### config.mk
export PLATFORM = sky130hd
export DESIGN_NAME = sdc_synth_ctrl
export DESIGN_NICKNAME = d
export VERILOG_FILES = /design/src/sdc_synth_ctrl.v /design/src/sdc_half_div.v /design/src/sdc_regulator.v
export VERILOG_INCLUDE_DIRS = /design/src
export SDC_FILE = /design/constraint.sdc
export NUM_CORES = 1
export LEC_CHECK = 0
export BUFFER_PORTS_ARGS = -buffer_cell sky130_fd_sc_hd__buf_2
export CORE_MARGIN = 5
export CORE_UTILIZATION = 50
export CTS_CLUSTER_DIAMETER = 40
export CTS_CLUSTER_SIZE = 24
export DETAILED_ROUTE_END_ITERATION = 16
export PLACE_DENSITY = 0.77
export SYNTH_ARGS = -nofsm -noshare
export SYNTH_HDL_FRONTEND = slang
export SYNTH_SLANG_ARGS = --single-unit
### constraint.sdc
create_clock -name ref_clk -period 2.97 [get_ports ref_clk]
set_clock_uncertainty 0.15 [all_clocks]
set_input_delay 0.1485 -clock ref_clk [delete_from_list [all_inputs] [get_ports ref_clk]]
set_output_delay 0.1485 -clock ref_clk [all_outputs]
set_load 0.01 [all_outputs]
### src/sdc_regs.vh
// constants for the synthesizer divider and clock output control block
// Notes on behaviour
// (RULE1) oscillator runs while its enable bit is high; set at power-up, stops when ce low
// (RULE2) two-bit crystal bias field selects bias 20 to 35 uA; higher starts faster
// (RULE3) clock output divider gives even ratios 2 to 30 from a four-bit field
// (RULE4) divided clock output has equal high and low times, inverted to the reference
// (RULE5) clock output divide ratio defaults to eight after power-up
// (RULE6) divide field of zero disables the divided clock output
// (RULE7) three-bit reference divider divides by 1 to 7, feeding the phase detector
// (RULE8) reference divider ratio defaults to one at power-up
// (RULE9) feedback divider: 8-bit integer, 15-bit fraction via sigma-delta over 2^15
// (RULE10) integer feedback value must not be programmed below 23
// (RULE11) output halving multiplies synthesized frequency by one half
// (RULE12) chip-enable low powers down regulators and clears all configuration
// (RULE13) host keeps chip-enable high and waits for regulator before writing
// (RULE14) three-bit select field in first register picks the status mux source
// (RULE15) status mux defaults to supply-ready, rising about 50 us after enable
// (RULE16) host programs only after seeing supply-ready high on the status mux pin
// (RULE17) nonzero divide field k gives ratio 2k, each half-period k reference cycles
`ifndef SDC_REGS_VH
`define SDC_REGS_VH
`define SDC_R0_FRAC_LSB 4
`define SDC_R0_FRAC_MSB 18
`define SDC_R0_INT_LSB 19
`define SDC_R0_INT_MSB 26
`define SDC_R0_MUX_LSB 29
`define SDC_R0_MUX_MSB 31
`define SDC_R1_RDIV_LSB 4
`define SDC_R1_RDIV_MSB 6
`define SDC_R1_CKDIV_LSB 7
`define SDC_R1_CKDIV_MSB 10
`define SDC_R1_OSCEN_BIT 12
`define SDC_R1_BIAS_LSB 13
`define SDC_R1_BIAS_MSB 14
`define SDC_R1_HALF_BIT 18
`define SDC_RST_MUX 3'h0
`define SDC_RST_RDIV 3'h1
`define SDC_RST_CKDIV 4'h4
`define SDC_RST_OSCEN 1'b1
`define SDC_RST_BIAS 2'h0
`define SDC_RST_INT 8'h17
`define SDC_RST_FRAC 15'h0000
`define SDC_MIN_INT 8'h17
`define SDC_MUX_REG_READY 3'h0
`define SDC_MUX_LOCK 3'h1
`define SDC_MUX_PD_REF 3'h2
`define SDC_MUX_FB_DIV 3'h3
`define SDC_MUX_OSC_ON 3'h4
`define SDC_MUX_LOW 3'h5
`define SDC_MUX_HIGH 3'h6
`define SDC_MUX_INT_LOW 3'h7
`define SDC_CLK_MHZ 50
`define SDC_REG_READY_US 50
`define SDC_REG_READY_CYC (`SDC_REG_READY_US * `SDC_CLK_MHZ)
`endif

### src/sdc_synth_ctrl.v
// synthesizer configuration, reference divider, feedback divider and clock output
`timescale 1ns/100ps
`default_nettype none
`include "sdc_regs.vh"
module sdc_synth_ctrl #(
	parameter REG_READY_CYC = `SDC_REG_READY_CYC
) (
	input wire ref_clk,
	input wire srst,
	input wire ce,
	input wire r0_write,
	input wire [31:0] r0_data,
	input wire r1_write,
	input wire [31:0] r1_data,
	input wire lock_in,
	input wire int_low_ack,
	output reg osc_running,
	output reg [1:0] crystal_bias_setting,
	output reg divided_ref_clock_out,
	output reg phase_detector_ref,
	output reg phase_detector_pulse,
	output reg fb_div_pulse,
	output reg [7:0] fb_int,
	output reg [14:0] fb_frac,
	output reg output_halving_select,
	output reg int_below_min,
	output reg status_mux_pin,
	output reg regulators_on
);
	reg [2:0] mux_sel;
	reg [2:0] ref_div;
	reg [3:0] ckout_div;
	reg osc_enable;
	reg [7:0] int_count;
	reg [15:0] sd_acc;
	reg carry_extra;
	reg ck_level;
	reg [2:0] ref_count;
	reg next_mux_out;
	reg [7:0] eff_int;
	wire supply_ready;
	wire half_tick;
	wire osc_live;
	wire write_ok;

	assign osc_live = osc_enable && ce; // see (RULE1)
	// writes before the regulator settles would be lost by the real part
	assign write_ok = ce && supply_ready; // see (RULE13)

	sdc_regulator #(
		.READY_CYC(REG_READY_CYC)
	) u_reg (
		.ref_clk(ref_clk),
		.srst(srst),
		.ce(ce),
		.ready(supply_ready)
	);

	// configuration storage, cleared whenever chip enable drops
	always @(posedge ref_clk) begin
		if (srst || !ce) begin // see (RULE12)
			mux_sel <= `SDC_RST_MUX; // see (RULE15)
			fb_int <= `SDC_RST_INT;
			fb_frac <= `SDC_RST_FRAC;
			ref_div <= `SDC_RST_RDIV; // see (RULE8)
			ckout_div <= `SDC_RST_CKDIV; // see (RULE5)
			osc_enable <= `SDC_RST_OSCEN; // see (RULE1)
			crystal_bias_setting <= `SDC_RST_BIAS;
			output_halving_select <= 1'b0;
		end else begin
			if (r0_write && write_ok) begin
				mux_sel <= r0_data[`SDC_R0_MUX_MSB:`SDC_R0_MUX_LSB]; // see (RULE14)
				fb_int <= r0_data[`SDC_R0_INT_MSB:`SDC_R0_INT_LSB]; // see (RULE9)
				fb_frac <= r0_data[`SDC_R0_FRAC_MSB:`SDC_R0_FRAC_LSB];
			end
			if (r1_write && write_ok) begin
				ref_div <= r1_data[`SDC_R1_RDIV_MSB:`SDC_R1_RDIV_LSB]; // see (RULE7)
				ckout_div <= r1_data[`SDC_R1_CKDIV_MSB:`SDC_R1_CKDIV_LSB]; // see (RULE3)
				osc_enable <= r1_data[`SDC_R1_OSCEN_BIT];
				crystal_bias_setting <= r1_data[`SDC_R1_BIAS_MSB:`SDC_R1_BIAS_LSB]; // see (RULE2)
				output_halving_select <= r1_data[`SDC_R1_HALF_BIT]; // see (RULE11)
			end
		end
	end

	always @(posedge ref_clk) begin
		if (srst) begin
			osc_running <= 1'b0;
			regulators_on <= 1'b0;
		end else begin
			osc_running <= osc_live; // see (RULE1)
			regulators_on <= ce; // see (RULE12)
		end
	end

	// clock output: toggle every k reference cycles
	sdc_half_div #(
		.W(4)
	) u_ckdiv (
		.ref_clk(ref_clk),
		.srst(srst),
		.en(osc_live),
		.ratio(ckout_div),
		.tick(half_tick)
	);

	always @(posedge ref_clk) begin
		if (srst || !osc_live || ckout_div == 4'h0) begin // see (RULE6)
			ck_level <= 1'b0;
			divided_ref_clock_out <= 1'b0;
		end else begin
			if (half_tick)
				ck_level <= ~ck_level; // see (RULE17)
			// equal halves; inverted from ck_level, its edges on the reference's rising edge
			divided_ref_clock_out <= ~ck_level; // see (RULE4)
		end
	end

	// reference divider; ratio zero treated as one
	always @(posedge ref_clk) begin
		if (srst || !osc_live) begin
			ref_count <= 3'h0;
			phase_detector_pulse <= 1'b0;
			phase_detector_ref <= 1'b0;
		end else if (ref_count + 3'h1 >= ref_div) begin // see (RULE7)
			ref_count <= 3'h0;
			phase_detector_pulse <= 1'b1;
			phase_detector_ref <= ~phase_detector_ref;
		end else begin
			ref_count <= ref_count + 3'h1;
			phase_detector_pulse <= 1'b0;
		end
	end

	// integer below the minimum is clamped and flagged
	always @* begin
		eff_int = fb_int;
		if (fb_int < `SDC_MIN_INT)
			eff_int = `SDC_MIN_INT; // see (RULE10)
	end

	// feedback divider: first-order sigma-delta adds one count on carry
	always @(posedge ref_clk) begin
		if (srst || !osc_live) begin
			int_count <= 8'h0;
			sd_acc <= 16'h0;
			carry_extra <= 1'b0;
			fb_div_pulse <= 1'b0;
			int_below_min <= 1'b0;
		end else begin
			int_below_min <= fb_int < `SDC_MIN_INT; // see (RULE10)
			if (int_count >= eff_int - {7'h0, ~carry_extra}) begin
				int_count <= 8'h0;
				fb_div_pulse <= 1'b1;
				sd_acc <= {1'b0, sd_acc[14:0]} + {1'b0, fb_frac}; // see (RULE9)
				carry_extra <= sd_acc[15];
			end else begin
				int_count <= int_count + 8'h1;
				fb_div_pulse <= 1'b0;
			end
		end
	end

	always @* begin
		case (mux_sel)
			`SDC_MUX_REG_READY: next_mux_out = supply_ready; // see (RULE15)
			`SDC_MUX_LOCK: next_mux_out = lock_in;
			`SDC_MUX_PD_REF: next_mux_out = phase_detector_ref;
			`SDC_MUX_FB_DIV: next_mux_out = fb_div_pulse;
			`SDC_MUX_OSC_ON: next_mux_out = osc_running;
			`SDC_MUX_LOW: next_mux_out = 1'b0;
			`SDC_MUX_HIGH: next_mux_out = 1'b1;
			`SDC_MUX_INT_LOW: next_mux_out = int_below_min;
			default: next_mux_out = 1'b0;
		endcase
	end

	always @(posedge ref_clk) begin
		if (srst || !ce)
			status_mux_pin <= 1'b0;
		else
			status_mux_pin <= next_mux_out; // see (RULE14) (RULE16)
	end
endmodule // sdc_synth_ctrl
`default_nettype wire

### src/sdc_half_div.v
// programmable counter giving a one-cycle pulse every ratio enabled cycles
`timescale 1ns/100ps
`default_nettype none
module sdc_half_div #(
	parameter W = 4
) (
	input wire ref_clk,
	input wire srst,
	input wire en,
	input wire [W-1:0] ratio,
	output reg tick
);
	reg [W-1:0] count;
	// ratio zero clears the counter; caller gates the output
	always @(posedge ref_clk) begin
		if (srst || !en || ratio == {W{1'b0}}) begin
			count <= {W{1'b0}};
			tick <= 1'b0;
		end else if (count >= ratio - {{(W-1){1'b0}}, 1'b1}) begin
			count <= {W{1'b0}};
			tick <= 1'b1;
		end else begin
			count <= count + {{(W-1){1'b0}}, 1'b1};
			tick <= 1'b0;
		end
	end
endmodule // sdc_half_div
`default_nettype wire

### src/sdc_regulator.v
// supply-ready timer started by chip enable
`timescale 1ns/100ps
`default_nettype none
module sdc_regulator #(
	parameter READY_CYC = 2500
) (
	input wire ref_clk,
	input wire srst,
	input wire ce,
	output reg ready
);
	reg [31:0] count;
	always @(posedge ref_clk) begin
		if (srst || !ce) begin
			count <= 32'h0;
			ready <= 1'b0;
		end else if (count >= READY_CYC - 1) begin
			ready <= 1'b1; // see (RULE15)
		end else begin
			count <= count + 32'h1;
		end
	end
endmodule // sdc_regulator
`default_nettype wire

Yosys cells after proc, flatten, opt, wreduce, memory -nomap -nowiden
Index checks and enable logic that the tools add are counted.
{"block": "totals", "ff_bits": 112, "output_inout_bits": 34, "in_bits": 71, "elab_cells": 66}
{"block": "op_classes", "n_lt_le_gt_ge": 5, "add_sub_neg": 7, "muxes": 5, "reduce_logical": 14, "bitwise": 3, "eq_ne": 7}
{"op": "$add A32 B1 Y32 const B", "n": 1}
{"op": "$ge A32 B12 Y1 const B", "n": 1}
{"op": "$add A15 B15 Y16", "n": 1}
{"op": "$eq A3 B3 Y1 const B", "n": 4}
{"op": "$add A8 B1 Y8 const B", "n": 1}
{"op": "$ge A8 B8 Y1", "n": 1}
{"op": "$lt A8 B5 Y1 const B", "n": 1}
{"op": "$mux W8", "n": 1}
{"op": "$pmux W1 S8", "n": 1}
{"op": "$sub A8 B1 Y8", "n": 1}
{"op": "$eq A3 B2 Y1 const B", "n": 2}
{"op": "$reduce_or A2 Y1", "n": 3}
{"op": "$add A4 B1 Y4 const B", "n": 1}
{"op": "$ge A4 B4 Y1", "n": 1}
{"op": "$logic_and A1 B1 Y1", "n": 4}
{"op": "$logic_not A4 Y1", "n": 1}
{"op": "$sub A4 B1 Y4 const B", "n": 1}
{"op": "$add A3 B1 Y3 const B", "n": 1}
{"op": "$eq A3 B1 Y1 const B", "n": 1}
{"op": "$ge A3 B3 Y1", "n": 1}
{"op": "$logic_not A3 Y1", "n": 1}
{"op": "$logic_or A1 B1 Y1", "n": 3}
{"op": "$mux W1", "n": 3}
{"op": "$not A1 Y1", "n": 3}
{"op": "$logic_not A1 Y1", "n": 2}

Logic depth before layout (Yosys ltp)
Gate-level depths: netlist of run 1.
{"block": "logic_depth", "ltp_word": 5, "depth_mapped": 16, "ltp_nobuf": 15}

Modules after synthesis
A second synthesis of run 1 with hierarchy kept.
{"block": "hier_totals", "cells_unflattened": 593, "area_unflattened_um2": 5233.8}
{"mod": "sdc_synth_ctrl", "area_per_inst_um2": 3626.0, "cells_per_inst": 434, "instances": 1, "seq_area_each_um2": 1481.4}
{"mod": "sdc_regulator", "area_per_inst_um2": 1263.7, "cells_per_inst": 125, "instances": 1, "seq_area_each_um2": 660.6}
{"mod": "sdc_half_div", "area_per_inst_um2": 344.1, "cells_per_inst": 34, "instances": 1, "seq_area_each_um2": 100.1}

Worst setup path before layout of run 1
OpenSTA, ideal clock, no wires.
{"block": "synth_timing", "path_kind": "register to register", "startpoint": "register fb_int[2]", "endpoint": "register sd_acc[13]", "t_required_ns": 2.680, "n_path_buf": 1, "setup_time_ns": 0.140, "arrival_time_ns": 3.063, "setup_slack_ns": -0.384, "path_stages_with_launch": 16, "period_less_slack_ns": 3.354, "path_cell_list": "dfxtp_1 > a31o_2 > a21oi_1 > nor2_1 > ha_1 > nand2b_1 > or4_1 > nor3_1 > a21oi_1 > ha_1 > a21o_1 > a21oi_1 > clkbuf_1 > a2111oi_0 > mux2i_1 > o311ai_0"}
{"block": "synth_between", "elab_chain_len": 4}
{"item": "from (decl)", "line_no": "sdc_synth_ctrl.v:23", "text": "output reg [7:0] fb_int,"}
{"item": "from (signal assigned)", "line_no": "sdc_synth_ctrl.v:63", "text": "fb_int <= `SDC_RST_INT;"}
{"item": "from (signal assigned)", "line_no": "sdc_synth_ctrl.v:73", "text": "fb_int <= r0_data[`SDC_R0_INT_MSB:`SDC_R0_INT_LSB];"}
{"item": "$lt A8 B5 Y1 (no source line)"}
{"item": "$mux W8 *", "line_no": "sdc_synth_ctrl.v:138", "text": "if (fb_int < `SDC_MIN_INT)"}
{"item": "$sub A8 B1 Y8 *", "line_no": "sdc_synth_ctrl.v:152", "text": "if (int_count >= eff_int - {7'h0, ~carry_extra}) begin"}
{"item": "$ge A8 B8 Y1 *", "line_no": "sdc_synth_ctrl.v:152"}
{"item": "to (signal assigned)", "line_no": "sdc_synth_ctrl.v:155", "text": "sd_acc <= {1'b0, sd_acc[14:0]} + {1'b0, fb_frac};"}
{"item": "to (decl)", "line_no": "sdc_synth_ctrl.v:35", "text": "reg [15:0] sd_acc;"}
Every way passes the cells marked *; elsewhere a longest branch is shown, timed or not.
A chain may end at the register's enable or synchronous reset.

Worst setup path after layout of run 1
Ends and elaborated chain as after synthesis.

==> impl_metrics.toml, run 1 <==
[outcome]
outcome = "finished with violations"
failed_checks = "setup timing"

[routing]
dr.first_iter.drc_count = 167
vias = 4609
wirelength_um = 12400
route.detailed.wl_per_inst_um = 14.3
antenna_viol_nets_final = 0
drt_pre_antenna_iters = 5
drt-vias-per-instance = 5.30
drt_drc_violations_left = 0

[worst_setup_path]
cp_max_fo = 7
crit_start = "fb_int[2]"
reg_to_reg_start = "fb_int[2]"
critPathKind = "flop to flop"
end_kind = "flop"
setup_crit_start_kind = "flop"
critical_path.endpoint = "sd_acc[13]"
timing.reg2reg.worst_path_depth = 16
timing.critical_path.arrival_ns = 3.35
ff2ff_setup_slack_ns = -0.27
data_required_time_at_the_worst_endpoint_ns = 3.08
reg2reg_to = "sd_acc[13]"

[placement]
place.detailed.hpwl_um = 8350
dpl-instance-area_sq_um = 5840
port_buffers = 76
gpl.final_weighted_congestion = 0.839
place.detailed.instances = 810

[synthesis]
synth_cell_type_count = 51
synth_adder_area_share_pct = 9.15
yosys.area_share.xor_xnor_pct = 5.96
synth_nets = 704
synthSimpleGateAreaFrac_pct = 23.1
post_synth_mux_area_share_pct = 1.19
synth_area_per_cell_sq_um = 8.63
main_combinational_cell_family_by_area_after_synthesis = "simple AND/OR/NAND/NOR gates"
yosys_warnings = 0
ys_async_sr_fraction_pct = 0
yosysSeqAreaShare_pct = 43.6
yosys_most_used_dff = "dfxtp_1"
synthCells = 596
syn_area_sq_um = 5140
synth_compound_area_share_pct = 14.2
synth-seq-cells = 112
synth_edf_count = 0

[floorplanning]
die_height_um = 111
design.core.area_sq_um = 10200
die-area_sq_um = 12400
initial_utilization_pct = 50.5
floorplan.die.width_um = 111
fp-row-count = 37
pin_count = 105

[global_route]
antenna_violations_before_repair = 0
grt_pass1_wl_um = 21100
grt_max_degree = 44
grt_util_met2_pct = 35.5
number_of_global_route_vias_before_repair = 4619
use_met1_pct = 24.4
grt_overflow_total = 0
grtUsageTotal_pct = 19.9
grt.busiest_layer = "met2"
grt_use_met3_pct = 3.26

[final_layout]
finalNonFillerCells = 870
fillerInstances = 808
antenna-diode-count = 0
post_route_cells_drive_above_1_share_pct = 22.6
nNetsFinal = 837
multiInputGateArea_sq_um = 2910
register_area_sq_um = 2260
finish.instance_area_sq_um = 6610
syn2layout_area_growth_pct = 28.5

[clock_network]
tritoncts.num_buffers = 9
clk-insertion-delay-late_ns = 0.38
ctsRootBufferMaster = "clkbuf_8"
clk_pin_slew_ns = 0.13
tritoncts = "yes"
htreeDepth = 3
ctsLongestPathBuffers = 2
numClockSinks = 112

[sta]
drv_slew = 0
max_freq_ghz = 0.309
hold_violations = 0
transition_at_the_pin_with_the_smallest_max_transition_slack_ns = 0.842
setup_viol_count_final = 26
finalWorstPathRequiredPeriod_ns = 3.24
post_route_setup_slack_ns = -0.267
unrepaired_setup_endpoints_after_global_routing = "yes"
fin_worst_hold_slack_ns = 0.123
timing.slew.headroom_pct = 43.8
final.period_utilization_pct = 109

[pwr]
power_density_nw_per_um2 = 393
power.combinational.fraction_pct = 4.6
seqPwrFrac_pct = 58.3
net-switching-power_w = 0.000611
cell_internal_pwr_w = 0.00198
sw_frac_of_total_pct = 23.6
leakagePower_nw = 2.84
worst_ir_drop_vdd_uv = 273
clockPowerShare_pct = 37.1

[job]
drv_cap = 0

[min_path]
hold_class = "primary input to flop"
## synth_stat cells, drive strengths merged, types with 2 or more instances
library cell / number / area share, %
a2111oi: 2 / 0.34
a211o: 2 / 0.34
a211oi: 6 / 0.88
a21o: 10 / 1.5
a21oi: 62 / 6.0
a22o: 4 / 0.68
and2: 25 / 3.1
and3: 10 / 1.2
clkbuf: 19 / 1.4
dfxtp: 112 / 44
ha: 36 / 8.8
inv: 18 / 1.3
mux2i: 5 / 0.97
nand2: 95 / 6.9
nand2b: 10 / 1.2
nand3: 34 / 3.4
nand4: 5 / 0.61
nor2: 52 / 3.8
nor3: 6 / 0.90
nor4: 5 / 0.97
o211ai: 3 / 0.44
o21a: 3 / 0.44
o21ai: 14 / 1.4
o21bai: 2 / 0.29
o22ai: 2 / 0.24
o31ai: 2 / 0.56
or3: 3 / 0.37
xnor2: 12 / 2.0
xor2: 23 / 3.9
## logic make-up (layout without fill, tap and decap cells)
family / Yosys count / count (layout)
and+or+nand+nor: 249 / 249
buffers and inverters: 38 / 176
muxes: 6 / 6
DFF: 112 / 112
adders and majority gates: 37 / 37
xor gates and xnor gates: 35 / 35
AOI/OAI and AO/OA: 119 / 119
## final cells by class
cell class                      instances  share of cell area [%]
Tap cell                              136                    2.58
Sequential cell                       112                    34.1
Timing Repair Buffer                  142                    15.1
Multi-Input combinational cell        446                    44.0
Clock inverter                          7                    1.33
Inverter                               18                    1.02
Clock buffer                            9                    1.88
## flip-flops by register name, indices dropped and copies added (netlist names), 2 cells and up
name	flops
u_reg.count	32
sd_acc	16
fb_frac	15
fb_int	8
int_count	8
ckout_div	4
u_ckdiv.count	4
mux_sel	3
ref_count	3
ref_div	3
crystal_bias_setting	2
## power groups by stage
stage / clock network [W] / registers [W] / logic [W]
global route: 0.00105 / 0.00152 / 0.000131
CTS: 0.000977 / 0.00151 / 0.000118
floorplan: 0 / 0.00155 / 0.0000321
detailed placement: 0 / 0.00155 / 0.0000772
finish: 0.000962 / 0.00151 / 0.000119
global placement: 0 / 0.00155 / 0.0000742
## cell usage in the layout, fill, tap and decap left out, drive strengths merged, types with 3 or more instances in the layout
| cell type | instances |
|---|---|
| a22o | 4 |
| a21o | 10 |
| nand4 | 5 |
| nand2 | 95 |
| o21a | 3 |
| a21oi | 62 |
| clkbuf | 9 |
| clkinv | 3 |
| mux2i | 5 |
| nor3 | 6 |
| o21ai | 14 |
| and2 | 25 |
| nor2 | 52 |
| dlygate4sd3 | 38 |
| o211ai | 3 |
| a211oi | 6 |
| xnor2 | 12 |
| nand3 | 34 |
| inv | 21 |
| dfxtp | 112 |
| ha | 36 |
| xor2 | 23 |
| nand2b | 10 |
| nor4 | 5 |
| buf | 104 |
| and3 | 10 |
| or3 | 3 |
## how the worst min path moves through the flow
stage,cells past startpoint,slack [ns],to,from
floorplan,2,0.12,fb_int[2],r0_data[21]
global placement,3,0.21,fb_int[0],r0_data[19]
detailed placement,3,0.22,ckout_div[2],r1_data[9]
CTS,4,0.12,regulators_on,srst
global route,4,0.14,regulators_on,srst
finish,4,0.12,regulators_on,srst
## stage by stage
stage	worst slack, ns	setup TNS (ns)	power (W)	utilization [%]
2_1_floorplan	-0.0959	-0.606	0.00158	-
3_5_place_dp	-0.213	-3.46	0.00163	57.3
6_report	-0.267	-4.63	0.00259	64.9
5_1_grt	-0.455	-9.10	0.00270	64.9
3_3_place_gp	-0.112	-1.49	0.00162	57.3
4_1_cts	-0.184	-2.88	0.00261	64.5
## layer usage
layer  vias up  wire [um]  part of all wire (%)
li1       2309          -                     -
met1      2182       5470                    44
met2        96       6320                    51
met3        22        390                   3.1
met4         0        220                   1.8
met5         -          0                     0
## what timing repair did
action                                  in CTS  in global routing
pin swaps                                    8                  8
buffers inserted                             5                  1
gates resized for setup                     22                  9
hold buffers                                38                  0
hold endpoints to repair                    38                  0
endpoints found under the setup margin      25                 26
## critical path, stage by stage (launching register included)
cell and delay (ns):
dfxtp_4 0.36, a31o_4 0.15, a21oi_2 0.06, nor2_1 0.10, ha_2 0.22, nand2b_4 0.06, or4_4 0.46, nor3_4 0.16
a21oi_2 0.08, ha_1 0.33, nand3_2 0.14, nor2_4 0.13, a21oi_2 0.08, buf_6 0.16, a2111oi_4 0.28, mux2i_1 0.12
o311ai_1 0.09
(Power assumes the default switching activity.)
==> run 2, diff against run 1 <==
--- a/config.mk
+++ b/config.mk
@@ -6,13 +6,15 @@
 export SDC_FILE = /design/constraint.sdc
 export NUM_CORES = 1
 export LEC_CHECK = 0
+export ABC_AREA = 1
 export BUFFER_PORTS_ARGS = -buffer_cell sky130_fd_sc_hd__buf_2
+export CORE_ASPECT_RATIO = 0.8
 export CORE_MARGIN = 5
 export CORE_UTILIZATION = 50
 export CTS_CLUSTER_DIAMETER = 40
 export CTS_CLUSTER_SIZE = 24
 export DETAILED_ROUTE_END_ITERATION = 16
-export PLACE_DENSITY = 0.77
+export PLACE_DENSITY_LB_ADDON = 0.12
 export SYNTH_ARGS = -nofsm -noshare
 export SYNTH_HDL_FRONTEND = slang
 export SYNTH_SLANG_ARGS = --single-unit
==> impl_metrics.toml, run 2 <==
[placement]
gpl.final_weighted_congestion = 0.913
dp_slack_ns = 0.0778
port_buffers = 76
place.detailed.instances = 976
place.detailed.hpwl_um = 8780

[clock_network]
numClockSinks = 112
ctsRootBufferMaster = "clkbuf_16"
tritoncts = "yes"
htreeDepth = 3
clk_pin_slew_ns = 0.07
ctsLongestPathBuffers = 2
clk-insertion-delay-late_ns = 0.35
tritoncts.num_buffers = 9

[routing]
drt_drc_violations_left = 0
wirelength_um = 12600
route.detailed.wl_per_inst_um = 12.1
drt_pre_antenna_iters = 5
drt-vias-per-instance = 4.93
vias = 5110
dr.first_iter.drc_count = 282
antenna_viol_nets_final = 0

[synthesis]
syn_area_sq_um = 5540
ys_async_sr_fraction_pct = 0
synth_cell_type_count = 38
synth_nets = 877
synth_area_per_cell_sq_um = 7.21
netlist_top_cells_count = "219 x nand2_1, 112 x dfxtp_1, 101 x inv_1, 77 x nor2_1, 51 x a21oi_1"
yosys_warnings = 0
yosys_most_used_dff = "dfxtp_1"
synth-seq-cells = 112
synthCells = 769
synth_largest_area_cell = "dfxtp_1"
synth_edf_count = 0
netlist_top_cells_area = "dfxtp_1 40%, nand2_1 15%, ha_1 8.1%"
yosysSeqAreaShare_pct = 40.5
post-synth-top-count-cell = "nand2_1"
synthDominantCellAreaShare_pct = 40.5

[final_layout]
nNetsFinal = 996
antenna-diode-count = 0
post_route_cells_drive_above_1_share_pct = 16.9
reg_with_most_ffs = "u_reg.count"
finalNonFillerCells = 1036
layout.cells.most_common_list = "206 x nand2_1, 108 x dfxtp_1, 100 x inv_1, 76 x nor2_1, 76 x buf_2"
largestRegisters = "u_reg.count (32), sd_acc (16), fb_frac (15)"
largest_register_ffs = 32
most_common_cell_after_layout_fill_and_taps_aside = "nand2_1"
syn2layout_area_growth_pct = 24.4

[min_path]
hold_path_end = "ref_div[1]"
timing.hold.worst.start = "r1_data[5]"
hold_path_depth = 3
hold_class = "primary input to flop"

[global_route]
grt_max_degree = 53
number_of_global_route_vias_before_repair = 4778
antenna_violations_before_repair = 0
grtUsageTotal_pct = 18.9
grt_pass1_wl_um = 21200
grt_overflow_total = 0

[worst_setup_path]
data_required_time_at_the_worst_endpoint_ns = 3.10
timing.critical_path.arrival_ns = 2.98
reg_to_reg_start = "fb_int[3]"
end_kind = "flop"
timing.reg2reg.worst_path_depth = 17
slowest_stage_delay_on_critical_path_ns = 0.38
cp_max_fo = 8
setup_crit_start_kind = "flop"
reg2reg_to = "sd_acc[6]"
timing.critical_path.cells = "inv_1, o21ai_1, nand2_1, a21oi_2, ha_2, nand3_1, nor2_1, xor2_1, ha_1, nand2_1, nor2_4, nand4_1, nand3_4, nor2_8, clkbuf_16, nand2_2, o21ai_1"
ff2ff_setup_slack_ns = 0.12
critical_path.slowest_cell = "dfxtp_1"
critPathKind = "flop to flop"

[sta]
post_route_setup_slack_ns = 0.123
setup_viol_count_final = 0
max_freq_ghz = 0.351
transition_at_the_pin_with_the_smallest_max_transition_slack_ns = 0.975
hold_violations = 0
finalWorstPathRequiredPeriod_ns = 2.85
drv_slew = 0
timing.slew.headroom_pct = 34.9
final.period_utilization_pct = 95.9
unrepaired_setup_endpoints_after_global_routing = "yes"

[job]
drv_cap = 0

[floorplanning]
floorplan.die.width_um = 128
die_height_um = 104
design.core.area_sq_um = 10800
initial_utilization_pct = 51.1
pin_count = 105
die-area_sq_um = 13300
fp-row-count = 34

[pwr]
power_density_nw_per_um2 = 402
leakagePower_nw = 3.16
worst_ir_drop_vdd_uv = 358

[outcome]
outcome = "finished clean"
run 2: cell count changes after synthesis, moves of 11 or more:
cell / change
a21oi_1: -11
xor2_1: -12
inv_1: +84
and2_1: -22
clkbuf_1: -11
nand2_1: +124
o21ai_1: +11
nor2_1: +25
run 2: kinds of logic (layout without fill, tap and decap cells):
family,after synthesis,after routing,share of synthesized area [%]
buf+inv,125,248,8.98
xor+xnor,25,25,3.95
flops,112,112,40.5
fa+ha+maj,37,37,8.49
compound gates,99,99,9.86
simple gates,371,371,28.3
run 2: area by class of cell:
class,count,area [sq um]
clock buffers,11,233
clock inverters,4,30.0
fillers,968,3950
inverters,107,404
multi-input cells,532,2890
flip-flops and latches,112,2250
well taps,144,180
repair buffers,126,910
run 2: routing by layer:
layer | share of wire (%) | global-route usage [%] | vias to the layer above
li1 | - | - | 2652
met1 | 48 | 25.5 | 2324
met2 | 45 | 30.9 | 117
met3 | 5.1 | 3.95 | 17
met4 | 1.5 | 5.00 | 0
met5 | 0 | 0 | -
run 2: critical path: cells and delay by family (launching register included):
kind,cells,cell delay (ns)
adders and majority gates,2,0.44
AOI/OAI and AO/OA,3,0.28
buffers and inverters,2,0.27
DFF,1,0.38
and+or+nand+nor,9,1.07
xor gates and xnor gates,1,0.17
run 2: what timing repair did:
| action | CTS | global route |
|---|---|---|
| hold buffers | 41 | 0 |
| resized for setup | 0 | 32 |
| setup endpoints to repair | 0 | 26 |
| hold endpoints to repair | 41 | 0 |
| setup buffers | 0 | 2 |
run 2: how the worst max path moves through the flow:
stage,startpoint,endpoint,slack [ns]
after global placement,fb_int[5],sd_acc[9],0.17
after detailed placement,fb_int[0],sd_acc[1],0.08
after floorplan,fb_int[5],int_count[3],0.29
final,fb_int[3],sd_acc[6],0.12
after CTS,fb_int[0],sd_acc[1],0.06
after global routing,fb_int[0],sd_acc[10],-0.08
run 2: report_power, final:
part	leakage [nW]	switching (W)	internal (W)
sequential	0.904	0.00000637	0.00151
clock	0.126	0.000548	0.000569
combinational	2.13	0.0000624	0.0000766
run 2: through the flow:
step	power (W)	setup TNS, ns	hold WS [ns]	cell area, sq um	utilization (%)
2_1_floorplan	0.00159	0	0.112	5540	-
3_3_place_gp	0.00164	0	0.203	6060	55.8
3_5_place_dp	0.00164	0	0.205	6060	55.8
4_1_cts	0.00279	0	0.0351	6730	62.1
5_1_grt	0.00288	-1.17	0.0631	6900	63.6
6_report	0.00277	0	0.0522	6900	63.6
